===== config.mk =====
export PLATFORM = sky130hd
export DESIGN_NAME = nested_irq_ctrl
export DESIGN_NICKNAME = d
export VERILOG_FILES = /design/src/pkg/irq_ctrl_pkg.sv /design/src/hw/nested_irq_ctrl.sv
export SDC_FILE = /design/constraint.sdc
export NUM_CORES = 1
export LEC_CHECK = 0
export BUFFER_PORTS_ARGS = -buffer_cell sky130_fd_sc_hd__buf_2
export CORE_ASPECT_RATIO = 0.7
export CORE_MARGIN = 5
export CORE_UTILIZATION = 45
export CTS_CLUSTER_SIZE = 16
export DETAILED_ROUTE_END_ITERATION = 8
export PLACE_DENSITY = 0.66
export RECOVER_POWER = 25
export SLEW_MARGIN = 0
export SYNTH_ARGS = -nofsm -noshare
export SYNTH_HDL_FRONTEND = slang
export SYNTH_SLANG_ARGS = --single-unit

===== constraint.sdc =====
create_clock -name clk_sys -period 10.25 [get_ports clk_sys]
set_input_delay 0.5125 -clock clk_sys [delete_from_list [all_inputs] [get_ports clk_sys]]
set_output_delay 0.5125 -clock clk_sys [all_outputs]
set_load 0.03 [all_outputs]

===== src/pkg/irq_ctrl_pkg.sv =====
package irq_ctrl_pkg;

  // Register byte offsets
  localparam logic [7:0] OFS_TICK_CTRL    = 8'h00;
  localparam logic [7:0] OFS_TICK_RELOAD  = 8'h04;
  localparam logic [7:0] OFS_TICK_CURRENT = 8'h08;
  localparam logic [7:0] OFS_SET_ENABLE   = 8'h10;
  localparam logic [7:0] OFS_CLR_ENABLE   = 8'h14;
  localparam logic [7:0] OFS_SET_PEND     = 8'h18;
  localparam logic [7:0] OFS_CLR_PEND     = 8'h1c;
  localparam logic [7:0] OFS_PRIO_BASE    = 8'h20;
  localparam logic [7:0] OFS_SYS_PEND     = 8'h40;
  localparam logic [7:0] OFS_SYS_PRIO     = 8'h44;
  localparam logic [7:0] OFS_CORE_CTRL    = 8'h48;
  localparam logic [7:0] OFS_CORE_STAT    = 8'h4c;

  // Tick control fields
  localparam int TCTRL_EN_BIT    = 0;
  localparam int TCTRL_IE_BIT    = 1;
  localparam int TCTRL_SRC_BIT   = 2;
  localparam int TCTRL_FLAG_BIT  = 16;

  // System pend fields and core control fields
  localparam int SPEND_NMI_BIT   = 0;
  localparam int SPEND_HF_BIT    = 1;
  localparam int SPEND_SVC_BIT   = 2;
  localparam int SPEND_PSV_BIT   = 3;
  localparam int SPEND_TICK_BIT  = 4;
  localparam int CCTRL_EXIT_BIT  = 0;

  // Widths and reset values
  localparam int TICK_W = 24;
  localparam int NUM_IRQ = 32;
  localparam int PRIO_FIELD_W = 8;
  localparam int PRIO_LSB = 6;
  localparam logic [1:0] PRIO_RESET = 2'h0;

  // Vector numbers
  localparam logic [5:0] VEC_NONE  = 6'h00;
  localparam logic [5:0] VEC_RESET = 6'h01;
  localparam logic [5:0] VEC_NMI   = 6'h02;
  localparam logic [5:0] VEC_HARD  = 6'h03;
  localparam logic [5:0] VEC_SVC   = 6'h0b;
  localparam logic [5:0] VEC_PSV   = 6'h0e;
  localparam logic [5:0] VEC_TICK  = 6'h0f;
  localparam logic [5:0] VEC_IRQ0  = 6'h10;

  // Effective ranks: 0 reset, 1 NMI, 2 hard fault, 3..6 levels 0..3, 7 idle
  localparam logic [2:0] RANK_NMI  = 3'h1;
  localparam logic [2:0] RANK_HARD = 3'h2;
  localparam logic [2:0] RANK_CFG0 = 3'h3;
  localparam logic [2:0] RANK_IDLE = 3'h7;

  // Vector table base and stacked word count
  localparam logic [31:0] VTAB_BASE = 32'h0000_0000;
  localparam logic [3:0] STACK_WORDS = 4'h8;

  // Lines that carry a source; others are reserved and masked
  localparam logic [31:0] IRQ_LIVE_MASK = 32'h9188_ef7f;

  typedef struct packed {
    logic [5:0]  vec;
    logic [2:0]  rank;
  } winner_t;

  typedef struct packed {
    logic        req;
    logic        is_read;
    logic [7:0]  ofs;
  } bus_req_t;

endpackage


===== src/hw/nested_irq_ctrl.sv =====
// Decided for this implementation: the AHB-Lite register port and the address map.
`timescale 1ns/10ps
// Summary of operation
// RQ1: Tick timer is a 24-bit down counter, steps per tick clock, wraps at zero.
// RQ2: Any write to tick current value clears the counter to zero.
// RQ3: After zero, counter loads reload value next tick, then keeps decrementing.
// RQ4: Counter transition to zero sets the count-wrapped flag.
// RQ5: Reading tick control/status clears the count-wrapped flag.
// RQ6: Software should write current value before enabling; reset value undefined.
// RQ7: Zero reload keeps the counter at zero, disabling the timer.
// RQ8: Thirty-two interrupt lines, each with one of four priority levels.
// RQ9: Preempt running handler only when the new request is strictly higher.
// RQ10: Priority 0 is highest configurable level, 3 lowest.
// RQ11: All configurable priorities reset to level zero.
// RQ12: Reset, NMI and hard fault rank above all configurable levels.
// RQ13: Vectors: reset 1, NMI 2, fault 3, SVC 11, 14, tick 15, lines 16-47.
// RQ14: Lower lines 0-11 carry listed sources; line 7 reserved.
// RQ15: Upper lines 13,14,15,19,23,24,28,31 carry sources; others reserved.
// RQ16: Handler address is fetched from the vector table by hardware.
// RQ17: Eight core registers are pushed on entry, popped on exit.
// RQ18: Pending request at handler exit chains directly without unstack/restack.
// RQ19: Higher request during stacking or fetch is served first, no extra delay.
// RQ20: Handlers run in handler mode, normal code in thread mode.
// RQ21: Enables set and cleared by write-one registers; disabled lines still pend.
// RQ22: Pending set/clear by write-one registers; clearing leaves active alone.
// RQ23: Priorities in 8-bit fields, four per 32-bit register.
// RQ24: Vector table base fixed at zero; word n holds vector n address.
// RQ25: Tick reaching zero with interrupt enable set pends vector fifteen.
// RQ26: Equal priority ties go to the lowest vector number.
module nested_irq_ctrl
  import irq_ctrl_pkg::*;
#(
  parameter int STACK_CYCLES = 1 // Cycles per stacked word
) (
  input  wire logic              clk_sys,      // Core clock
  input  wire logic              resetn,       // Async reset, active low
  input  wire logic              hsel,         // AHB-Lite select
  input  wire logic [31:0]       haddr,        // AHB-Lite address
  input  wire logic [1:0]        htrans,       // AHB-Lite transfer type
  input  wire logic              hwrite,       // AHB-Lite write
  input  wire logic [2:0]        hsize,        // AHB-Lite size
  input  wire logic [31:0]       hwdata,       // AHB-Lite write data
  input  wire logic              hready,       // AHB-Lite ready in
  output logic [31:0]            hrdata,       // AHB-Lite read data
  output logic                   hreadyout,    // AHB-Lite ready out
  output logic                   hresp,        // AHB-Lite response
  input  wire logic [NUM_IRQ-1:0] irq_lines,   // Peripheral interrupt lines
  input  wire logic              nmi_pin,      // Non-maskable request pin
  input  wire logic              tick_ref_clk, // External tick reference
  input  wire logic              svc_req,      // Supervisor call pulse from core
  input  wire logic              fault_req,    // Hard fault pulse from core
  input  wire logic              exc_return,   // Handler return pulse from core
  output logic                   handler_mode, // High while in handler mode
  output logic [5:0]             active_vec,   // Running exception vector
  output logic                   vec_fetch,    // Vector table read strobe
  output logic [31:0]            vec_addr,     // Vector table read address
  output logic                   stack_push,   // Core state push strobe
  output logic                   stack_pop,    // Core state pop strobe
  output logic [3:0]             stack_idx,    // Stacked word index
  output logic                   handler_go    // Branch to fetched handler
);

  typedef enum logic [2:0] {S_THREAD, S_STACK, S_RUN, S_UNSTACK} seq_t;

  // Priority of one line as a rank, 0 highest
  function automatic logic [2:0] cfg_rank(input logic [1:0] p);
    cfg_rank = RANK_CFG0 + {1'b0, p}; // RQ10
  endfunction

  // Synchronisers for pins
  logic [NUM_IRQ-1:0] irq_s1_q, irq_s2_q;
  logic [1:0] nmi_s_q, ref_s_q;
  logic ref_d1_q;
  always_ff @(posedge clk_sys or negedge resetn) begin
    if (!resetn) begin
      irq_s1_q <= '0;
      irq_s2_q <= '0;
      nmi_s_q  <= 2'h0;
      ref_s_q  <= 2'h0;
      ref_d1_q <= 1'b0;
    end else begin
      irq_s1_q <= irq_lines;
      irq_s2_q <= irq_s1_q;
      nmi_s_q  <= {nmi_s_q[0], nmi_pin};
      ref_s_q  <= {ref_s_q[0], tick_ref_clk};
      ref_d1_q <= ref_s_q[1];
    end
  end

  // AHB-Lite address phase capture
  bus_req_t ph_q;
  logic wr_en, rd_en;
  always_ff @(posedge clk_sys or negedge resetn) begin
    if (!resetn) ph_q <= '0;
    else if (hready) begin
      ph_q.req     <= hsel && htrans[1];
      ph_q.is_read <= !hwrite;
      ph_q.ofs     <= haddr[7:0];
    end
  end
  assign wr_en = ph_q.req && !ph_q.is_read;
  assign rd_en = hsel && htrans[1] && !hwrite && hready; // Read address phase
  assign hreadyout = 1'b1;
  assign hresp = 1'b0;

  // Tick timer state
  logic [TICK_W-1:0] tick_cnt_q, tick_rld_q;
  logic [2:0] tick_ctl_q;
  logic wrapped_q, tick_step, tick_zero_ev;
  assign tick_step = tick_ctl_q[TCTRL_EN_BIT] &&
                     (tick_ctl_q[TCTRL_SRC_BIT] ? 1'b1 : (ref_s_q[1] && !ref_d1_q));
  assign tick_zero_ev = tick_step && (tick_cnt_q == TICK_W'(1)); // RQ4

  always_ff @(posedge clk_sys or negedge resetn) begin
    if (!resetn) begin
      tick_cnt_q <= '0;
      tick_rld_q <= '0;
      tick_ctl_q <= 3'h0;
    end else begin
      if (wr_en && ph_q.ofs == OFS_TICK_CTRL) tick_ctl_q <= hwdata[2:0];
      if (wr_en && ph_q.ofs == OFS_TICK_RELOAD) tick_rld_q <= hwdata[TICK_W-1:0];
      if (wr_en && ph_q.ofs == OFS_TICK_CURRENT) tick_cnt_q <= '0; // RQ2
      else if (tick_step) begin
        if (tick_cnt_q == '0) tick_cnt_q <= tick_rld_q; // RQ3 RQ7
        else tick_cnt_q <= tick_cnt_q - TICK_W'(1); // RQ1
      end
    end
  end

  // Count-wrapped flag: cleared where hrdata samples it, so no wrap is lost; set wins
  always_ff @(posedge clk_sys or negedge resetn) begin
    if (!resetn) wrapped_q <= 1'b0;
    else if (tick_zero_ev) wrapped_q <= 1'b1; // RQ4
    else if (rd_en && haddr[7:0] == OFS_TICK_CTRL) wrapped_q <= 1'b0; // RQ5
  end

  // Enables, pending and priorities
  logic [NUM_IRQ-1:0] en_q, pend_q, act_q;
  logic [1:0] prio_q [NUM_IRQ];
  logic [1:0] svc_prio_q, psv_prio_q, tick_prio_q;
  logic [4:0] sys_pend_q;
  logic nmi_d1_q, exit_chain_q;
  seq_t st_q;
  winner_t win, cur;
  logic take, preempt;
  logic [5:0] stk_vec_q;

  always_ff @(posedge clk_sys or negedge resetn) begin
    if (!resetn) en_q <= '0;
    else if (wr_en && ph_q.ofs == OFS_SET_ENABLE) en_q <= en_q | hwdata; // RQ21
    else if (wr_en && ph_q.ofs == OFS_CLR_ENABLE) en_q <= en_q & ~hwdata; // RQ21
  end

  // Line pending: hardware set wins over software clear; taken line unpends
  always_ff @(posedge clk_sys or negedge resetn) begin
    if (!resetn) pend_q <= '0;
    else begin
      for (int i = 0; i < NUM_IRQ; i++) begin
        if ((irq_s2_q[i] || (wr_en && ph_q.ofs == OFS_SET_PEND && hwdata[i])) && IRQ_LIVE_MASK[i])
          pend_q[i] <= 1'b1; // RQ14 RQ15 RQ21 RQ22
        else if ((wr_en && ph_q.ofs == OFS_CLR_PEND && hwdata[i]) ||
                 (take && win.vec == VEC_IRQ0 + 6'(i)))
          pend_q[i] <= 1'b0; // RQ22
      end
    end
  end

  always_ff @(posedge clk_sys or negedge resetn) begin
    if (!resetn) begin
      for (int i = 0; i < NUM_IRQ; i++) prio_q[i] <= PRIO_RESET; // RQ11
      svc_prio_q  <= PRIO_RESET;
      psv_prio_q  <= PRIO_RESET;
      tick_prio_q <= PRIO_RESET;
      exit_chain_q <= 1'b0;
    end else if (wr_en) begin
      for (int i = 0; i < NUM_IRQ; i++)
        if (ph_q.ofs == OFS_PRIO_BASE + 8'((i / 4) * 4))
          prio_q[i] <= hwdata[(i % 4) * PRIO_FIELD_W + PRIO_LSB +: 2]; // RQ23
      if (ph_q.ofs == OFS_SYS_PRIO) begin
        svc_prio_q  <= hwdata[PRIO_LSB +: 2];
        psv_prio_q  <= hwdata[PRIO_FIELD_W + PRIO_LSB +: 2];
        tick_prio_q <= hwdata[2 * PRIO_FIELD_W + PRIO_LSB +: 2];
      end
      if (ph_q.ofs == OFS_CORE_CTRL) exit_chain_q <= hwdata[CCTRL_EXIT_BIT];
    end
  end

  // System exception pending bits
  always_ff @(posedge clk_sys or negedge resetn) begin
    if (!resetn) begin
      sys_pend_q <= 5'h0;
      nmi_d1_q   <= 1'b0;
    end else begin
      nmi_d1_q <= nmi_s_q[1];
      for (int b = 0; b < 5; b++) begin
        if ((b == SPEND_NMI_BIT && nmi_s_q[1] && !nmi_d1_q) ||
            (b == SPEND_HF_BIT && fault_req) ||
            (b == SPEND_SVC_BIT && svc_req) ||
            (b == SPEND_TICK_BIT && tick_zero_ev && tick_ctl_q[TCTRL_IE_BIT]) || // RQ25
            (wr_en && ph_q.ofs == OFS_SYS_PEND && hwdata[b]))
          sys_pend_q[b] <= 1'b1;
        else if (take && win.vec == sys_vec(b)) sys_pend_q[b] <= 1'b0;
      end
    end
  end

  function automatic logic [5:0] sys_vec(input int b);
    case (b)
      SPEND_NMI_BIT: sys_vec = VEC_NMI;
      SPEND_HF_BIT:  sys_vec = VEC_HARD;
      SPEND_SVC_BIT: sys_vec = VEC_SVC;
      SPEND_PSV_BIT: sys_vec = VEC_PSV;
      default:       sys_vec = VEC_TICK;
    endcase
  endfunction

  // Arbitration: scan lowest vector first, strict compare keeps it on ties
  always_comb begin
    win = '{vec: VEC_NONE, rank: RANK_IDLE};
    if (sys_pend_q[SPEND_NMI_BIT]) win = '{vec: VEC_NMI, rank: RANK_NMI}; // RQ12
    if (sys_pend_q[SPEND_HF_BIT] && RANK_HARD < win.rank) win = '{vec: VEC_HARD, rank: RANK_HARD};
    if (sys_pend_q[SPEND_SVC_BIT] && cfg_rank(svc_prio_q) < win.rank)
      win = '{vec: VEC_SVC, rank: cfg_rank(svc_prio_q)}; // RQ13
    if (sys_pend_q[SPEND_PSV_BIT] && cfg_rank(psv_prio_q) < win.rank)
      win = '{vec: VEC_PSV, rank: cfg_rank(psv_prio_q)};
    if (sys_pend_q[SPEND_TICK_BIT] && cfg_rank(tick_prio_q) < win.rank)
      win = '{vec: VEC_TICK, rank: cfg_rank(tick_prio_q)};
    for (int i = 0; i < NUM_IRQ; i++)
      if (pend_q[i] && en_q[i] && cfg_rank(prio_q[i]) < win.rank) // RQ8 RQ21 RQ26
        win = '{vec: VEC_IRQ0 + 6'(i), rank: cfg_rank(prio_q[i])};
  end

  // Entry sequencer and nesting stack of preempted handlers
  logic [2:0] rank_stk_q [8];
  logic [5:0] vec_stk_q [8];
  logic [2:0] depth_q;
  logic [3:0] word_q;
  logic [7:0] wait_q;
  assign preempt = win.rank < cur.rank; // RQ9
  assign take = (st_q == S_STACK && word_q == STACK_WORDS - 4'h1 && wait_q == '0) ||
                (st_q == S_RUN && exc_return && preempt_after_exit()); // RQ18

  always_ff @(posedge clk_sys or negedge resetn) begin
    if (!resetn) begin
      st_q <= S_THREAD;
      cur <= '{vec: VEC_NONE, rank: RANK_IDLE};
      stk_vec_q <= VEC_NONE;
      word_q <= 4'h0;
      wait_q <= '0;
      depth_q <= 3'h0;
      for (int k = 0; k < 8; k++) begin
        rank_stk_q[k] <= RANK_IDLE;
        vec_stk_q[k] <= VEC_NONE;
      end
    end else begin
      unique case (st_q)
        S_THREAD, S_RUN: begin
          if (exc_return && st_q == S_RUN) begin
            if (preempt_after_exit()) begin
              cur <= '{vec: win.vec, rank: win.rank}; // RQ18
              st_q <= S_RUN;
            end else begin
              st_q <= S_UNSTACK;
              word_q <= STACK_WORDS - 4'h1;
            end
          end else if (preempt) begin
            rank_stk_q[depth_q] <= cur.rank;
            vec_stk_q[depth_q] <= cur.vec;
            depth_q <= depth_q + 3'h1;
            st_q <= S_STACK; // RQ17
            word_q <= 4'h0;
            wait_q <= 8'(STACK_CYCLES - 1);
            stk_vec_q <= win.vec;
          end
        end
        S_STACK: begin
          stk_vec_q <= win.rank < rank_of(stk_vec_q) ? win.vec : stk_vec_q; // RQ19
          if (wait_q != '0) wait_q <= wait_q - 8'h1;
          else if (word_q == STACK_WORDS - 4'h1) begin
            cur <= '{vec: win.vec, rank: win.rank};
            st_q <= S_RUN;
          end else begin
            word_q <= word_q + 4'h1;
            wait_q <= 8'(STACK_CYCLES - 1);
          end
        end
        S_UNSTACK: begin
          if (word_q == '0) begin
            depth_q <= depth_q - 3'h1;
            cur <= '{vec: vec_stk_q[depth_q - 3'h1], rank: rank_stk_q[depth_q - 3'h1]};
            st_q <= (depth_q == 3'h1) ? S_THREAD : S_RUN;
          end else word_q <= word_q - 4'h1;
        end
        default: st_q <= S_THREAD;
      endcase
    end
  end

  // Tail chain when a pending request outranks the handler being resumed
  function automatic logic preempt_after_exit();
    preempt_after_exit = (depth_q != 3'h0) && win.vec != VEC_NONE &&
                         win.rank < rank_stk_q[depth_q - 3'h1];
  endfunction

  function automatic logic [2:0] rank_of(input logic [5:0] v);
    rank_of = (v == win.vec) ? win.rank : RANK_IDLE;
  endfunction

  // Core-facing strobes
  always_ff @(posedge clk_sys or negedge resetn) begin
    if (!resetn) begin
      vec_fetch <= 1'b0;
      vec_addr <= VTAB_BASE;
      stack_push <= 1'b0;
      stack_pop <= 1'b0;
      stack_idx <= 4'h0;
      handler_go <= 1'b0;
    end else begin
      vec_fetch <= take || (st_q == S_RUN && exc_return && preempt_after_exit()); // RQ16
      vec_addr <= VTAB_BASE + {24'h0, win.vec, 2'b00}; // RQ24
      stack_push <= st_q == S_STACK && wait_q == '0; // RQ17
      stack_pop <= st_q == S_UNSTACK;
      stack_idx <= word_q;
      handler_go <= take;
    end
  end
  assign handler_mode = cur.vec != VEC_NONE; // RQ20
  assign active_vec = cur.vec;

  // Read data mux
  always_ff @(posedge clk_sys or negedge resetn) begin
    if (!resetn) hrdata <= '0;
    else if (rd_en) begin
      unique case (haddr[7:0])
        OFS_TICK_CTRL:    hrdata <= {15'h0, wrapped_q, 13'h0, tick_ctl_q};
        OFS_TICK_RELOAD:  hrdata <= {8'h0, tick_rld_q};
        OFS_TICK_CURRENT: hrdata <= {8'h0, tick_cnt_q};
        OFS_SET_ENABLE, OFS_CLR_ENABLE: hrdata <= en_q;
        OFS_SET_PEND, OFS_CLR_PEND:     hrdata <= pend_q;
        OFS_SYS_PEND:     hrdata <= {27'h0, sys_pend_q};
        OFS_CORE_STAT:    hrdata <= {20'h0, 5'(st_q), depth_q, handler_mode, 3'h0};
        default: begin
          hrdata <= '0;
          for (int r = 0; r < 8; r++)
            if (haddr[7:0] == OFS_PRIO_BASE + 8'(r * 4))
              for (int f = 0; f < 4; f++)
                hrdata[f * PRIO_FIELD_W + PRIO_LSB +: 2] <= prio_q[r * 4 + f];
          if (haddr[7:0] == OFS_SYS_PRIO)
            hrdata <= {8'h0, tick_prio_q, 6'h0, psv_prio_q, 6'h0, svc_prio_q, 6'h0};
        end
      endcase
    end
  end

  // Wrap flag set one cycle after the zero step
  wrap_flag_a: assert property (@(posedge clk_sys) disable iff (!resetn)
    tick_zero_ev |=> wrapped_q) else $error("wrap flag not set"); // RQ4
  // Current value write clears counter
  cur_clear_a: assert property (@(posedge clk_sys) disable iff (!resetn)
    wr_en && ph_q.ofs == OFS_TICK_CURRENT |=> tick_cnt_q == '0)
    else $error("counter not cleared"); // RQ2
  // Zero reload holds zero
  zero_hold_a: assert property (@(posedge clk_sys) disable iff (!resetn)
    tick_cnt_q == '0 && tick_rld_q == '0 && !wr_en |=> tick_cnt_q == '0)
    else $error("counter left zero"); // RQ7
  // Preemption only on strict higher rank
  strict_pre_a: assert property (@(posedge clk_sys) disable iff (!resetn)
    st_q == S_RUN && !exc_return && win.rank >= cur.rank |=> st_q != S_STACK)
    else $error("preempted on equal rank"); // RQ9
  // Pushed word index stays below eight
  push_count_a: assert property (@(posedge clk_sys) disable iff (!resetn)
    stack_push |-> stack_idx < STACK_WORDS) else $error("stack index high"); // RQ17
  // Vector fetch address is word aligned
  vec_addr_a: assert property (@(posedge clk_sys) disable iff (!resetn)
    vec_fetch |-> vec_addr[1:0] == 2'b00) else $error("vector addr misaligned"); // RQ24
  // Read clears flag when no wrap
  flag_read_a: assert property (@(posedge clk_sys) disable iff (!resetn)
    rd_en && haddr[7:0] == OFS_TICK_CTRL && !tick_zero_ev |=> !wrapped_q)
    else $error("flag not cleared on read"); // RQ5
  // Handler mode while an exception runs
  mode_run_a: assert property (@(posedge clk_sys) disable iff (!resetn)
    st_q == S_RUN |-> handler_mode) else $error("not in handler mode"); // RQ20

endmodule


==> summary.md <==
| Metric | Value |
|---|---|
| Initial antenna violation count | `2` |
| Top area cells in the synthesized netlist | `dfrtp_1 (40%), mux2_2 (9.2%), nand2_1 (4.7%)` |
| Worst Tran Pin Value | `5.06 ns` |
| Crit path max fanout | `9` |
| Fin cells | `3,170` |
| Core area | `0.0478 mm²` |
| FMAX | `93.8 MHz` |
| Final Max Slew Viols | `89` |
| Crit path max-delay cell type | `or4_4` |
| Worst hold margin | `0.0650 ns` |
| Max VDD drop | `0.152 mV` |
| CP Capture Type | `flop` |
| TritonCTS Buffers | `39` |
| Placed Cells | `3,045` |
| DRT iter0 DRCs | `2,368` |
| Area share of the largest cell type after synthesis | `40.2%` |
| Sequential area share after synthesis | `43.4%` |
| Area fraction in compound gates after synthesis | `19.8%` |
| Failing checks | `max-capacitance violations, max-slew violations, negative setup slack` |
| Worst slew margin | `-237%` |
| Largest buffer count on any clock path | `3` |
| Yosys warnings | `0` |
| Dpl cell area | `0.0243 mm²` |
| Library cells used by synthesis | `123` |
| Final antenna-violating net count | `0` |
| Worst-path clk slew | `0.07 ns` |
| Share of cells above drive strength 1 | `32.7%` |
| Synthesized area | `0.0217 mm²` |
| Via count | `19,800` |
| Post-synthesis mux area share | `12.6%` |
| Post-route minimum period | `10.66 ns` |
| Yosys reg bits | `375` |
| Largest family of logic cells by synthesized area | `compound AO/OA/AOI/OAI gates` |
| Root buffer cell | `clkbuf_16` |
| Vias in the first global route | `19,200` |
| Leakage | `12.0 nW` |
| Cell type with the largest total area after synthesis | `dfrtp_1` |
| DR WL/cell | `24.3 µm` |
| Largest stage delay, worst path | `0.50 ns` |
| Hold Crit Class | `input pin to flop` |
| Layout overhead on the synthesized area | `25.0%` |
| Outcome | `finished, violations left` |
| Crit path kind | `flop to flop` |
| Mean post-synth cell area | `9.84 µm²` |
| Most common cell after layout, fill and taps aside | `dfrtp_1` |
| Clk_lat worst skew | `0.56 ns` |
| Clk sinks | `375` |
| Die height | `194 µm` |
| Final hold violations | `0` |
| CTS H-tree depth | `2` |
| # rows | `67` |
| GRT overflow | `0` |
| Post-synth top flop | `dfrtp_1` |
| Total detailed-routing wirelength | `77.0 mm` |
| RSZ-0062 raised after global routing | `yes` |
| PD cells | `192 mW/mm²` |
| Die width | `272 µm` |
| Hpwl dp | `54.6 mm` |
| CTS tree | `built` |
| CP arrival | `11.10 ns` |
| Finish-stage setup viols | `118` |
| Adder-Cell Fraction of Synth Area | `2.79%` |
| Most frequent cells in the layout | `dfrtp_1 (348), nand2_1 (267), buf_4 (213), nor2_1 (146), mux2_2 (142)` |
| DRC violations left | `0` |
| First-pass GRT wire length | `116 mm` |
| Detailed Routing Iterations Pass 1 | `7` |
| Clk_skew | `0.0237 ns` |
| Post-synth ARST share | `100%` |
| Synthesized instance count | `2,203` |
| CP required | `10.68 ns` |
| Largest net degree at the start of global routing | `89` |
| Design area | `0.0271 mm²` |
| Port bufs | `122` |
| Top Ports | `192` |
| Vias/cell | `6.24` |
| Total global-route track usage | `27.8%` |
| PnR worst setup slack | `-0.413 ns` |
| Tcrit/Tclk final | `104%` |
| Post-synthesis simple-gate area fraction | `16.5%` |
| XOR/XNOR share of the synthesized area | `0.242%` |
| Max_cap viols | `1` |
| Starting density of the core | `45.4%` |
| CP startpoint kind | `flop` |
| Gpl congestion | `0.980` |
| Post-synth EDFFs | `0` |
| Die Area | `0.0528 mm²` |
| Final nets | `2,666` |
==> Yosys cell counts (18+ instances only) <==
master,count
ha_1,37
buf_4,39
mux4_2,18
a31oi_1,31
nor2_1,155
and3_1,25
and2_1,30
o21ai_0,122
nor3_1,54
a21oi_1,102
mux2i_1,20
a22oi_1,22
a22o_1,34
nand2_1,271
dfstp_2,27
a211oi_1,22
a221oi_1,18
inv_1,91
dfrtp_1,348
a222oi_1,27
o21ai_1,21
nand3_1,60
clkbuf_1,67
mux2_2,178
o211ai_1,21
==> where the power goes <==
group | total (mW) | switching, mW | internal, mW
Clock | 1.56 | 0.648 | 0.915
Sequential | 1.93 | 0.249 | 1.69
Combinational | 1.71 | 0.994 | 0.711
Total | 5.20 | 1.89 | 3.31
==> flip-flops by register name (all words and copies together) (netlist names), 3 cells and up, named ones only <==
name / count
ph_q: 10
irq_s1_q: 19
tick_ctl_q: 3
tick_cnt_q: 24
vec_stk_q: 48
wait_q: 8
depth_q: 3
vec_addr: 6
word_q: 4
stack_idx: 4
active_vec: 6
cur: 3
prio_q: 64
irq_s2_q: 19
rank_stk_q: 24
hrdata: 32
sys_pend_q: 5
pend_q: 19
tick_rld_q: 24
==> kinds of logic (layout without fill, tap and decap cells) <==
| group | after synthesis | after routing |
|---|---|---|
| other | 2 | 29 |
| XOR/XNOR | 6 | 6 |
| adder cells (fa/ha/maj) | 50 | 50 |
| buffers and inverters | 215 | 532 |
| AO/OA/AOI/OAI | 591 | 592 |
| multiplexers | 226 | 226 |
| AND/OR/NAND/NOR | 738 | 739 |
| flip-flops | 375 | 375 |
==> repair_timing <==
action | in CTS | in global routing
gates cloned | 2 | 2
hold buffers | 1 | 0
setup endpoints to repair | 123 | 125
setup buffers | 42 | 13
hold endpoints to repair | 23 | 0
gates resized for setup | 95 | 118
pin swaps | 39 | 30
==> per-layer routing <==
layer	GRT usage, %	share of wire [%]	wire, µm	up-vias
met4	7.11	3.0	2310	0
met2	40.7	43	33000	965
li1	-	-	-	8766
met5	0	0	0	-
met1	41.7	44	33700	9896
met3	6.61	10	8020	159
==> worst paths after layout <==
path | start | end | slack (ns) | cells past startpoint
max | sys_pend_q[1] | vec_stk_q[38] | -0.41 | 50
max in group asynchronous | resetn | prio_q[9] | 4.09 | 4
min in group asynchronous | resetn | vec_addr[5] | 2.33 | 2
min | irq_lines[8] | irq_s1_q[8] | 0.06 | 1
max reg2reg | sys_pend_q[1] | vec_stk_q[38] | -0.41 | 50
min reg2reg | irq_s1_q[5] | irq_s2_q[5] | 0.35 | 0
==> worst max-delay path, delay by kind of cell (launching register included) <==
family          cells  cell delay [ns]
mux                 1             0.31
simple gates       10             1.97
buf+inv             7             1.04
compound gates     28             5.78
flops               1             0.38
fa+ha+maj           4             1.04
==> area by class of cell <==
cell class / count / area, µm²
Antenna cell: 1 / 2.50
Clock buffer: 47 / 1080
Clock inverter: 25 / 328
Fill cell: 4078 / 20700
Inverter: 96 / 360
Multi-Input combinational cell: 1641 / 12500
Sequential cell: 375 / 9420
Tap cell: 621 / 777
Timing Repair Buffer: 364 / 2610
==> stage by stage <==
stage               util (%)  setup WS [ns]  setup TNS [ns]  total power, mW
finish                  56.7         -0.413          -34.75             5.20
global route            56.7         -0.877          -81.11             5.44
CTS                     55.5         -0.149           -8.18             5.07
detailed placement      50.8         -0.565          -51.41             3.39
global placement        50.8         -0.335          -15.03             3.34
floorplan                  -         0.0212               0             2.88
No activity file was read; power rests on OpenSTA's default activity.
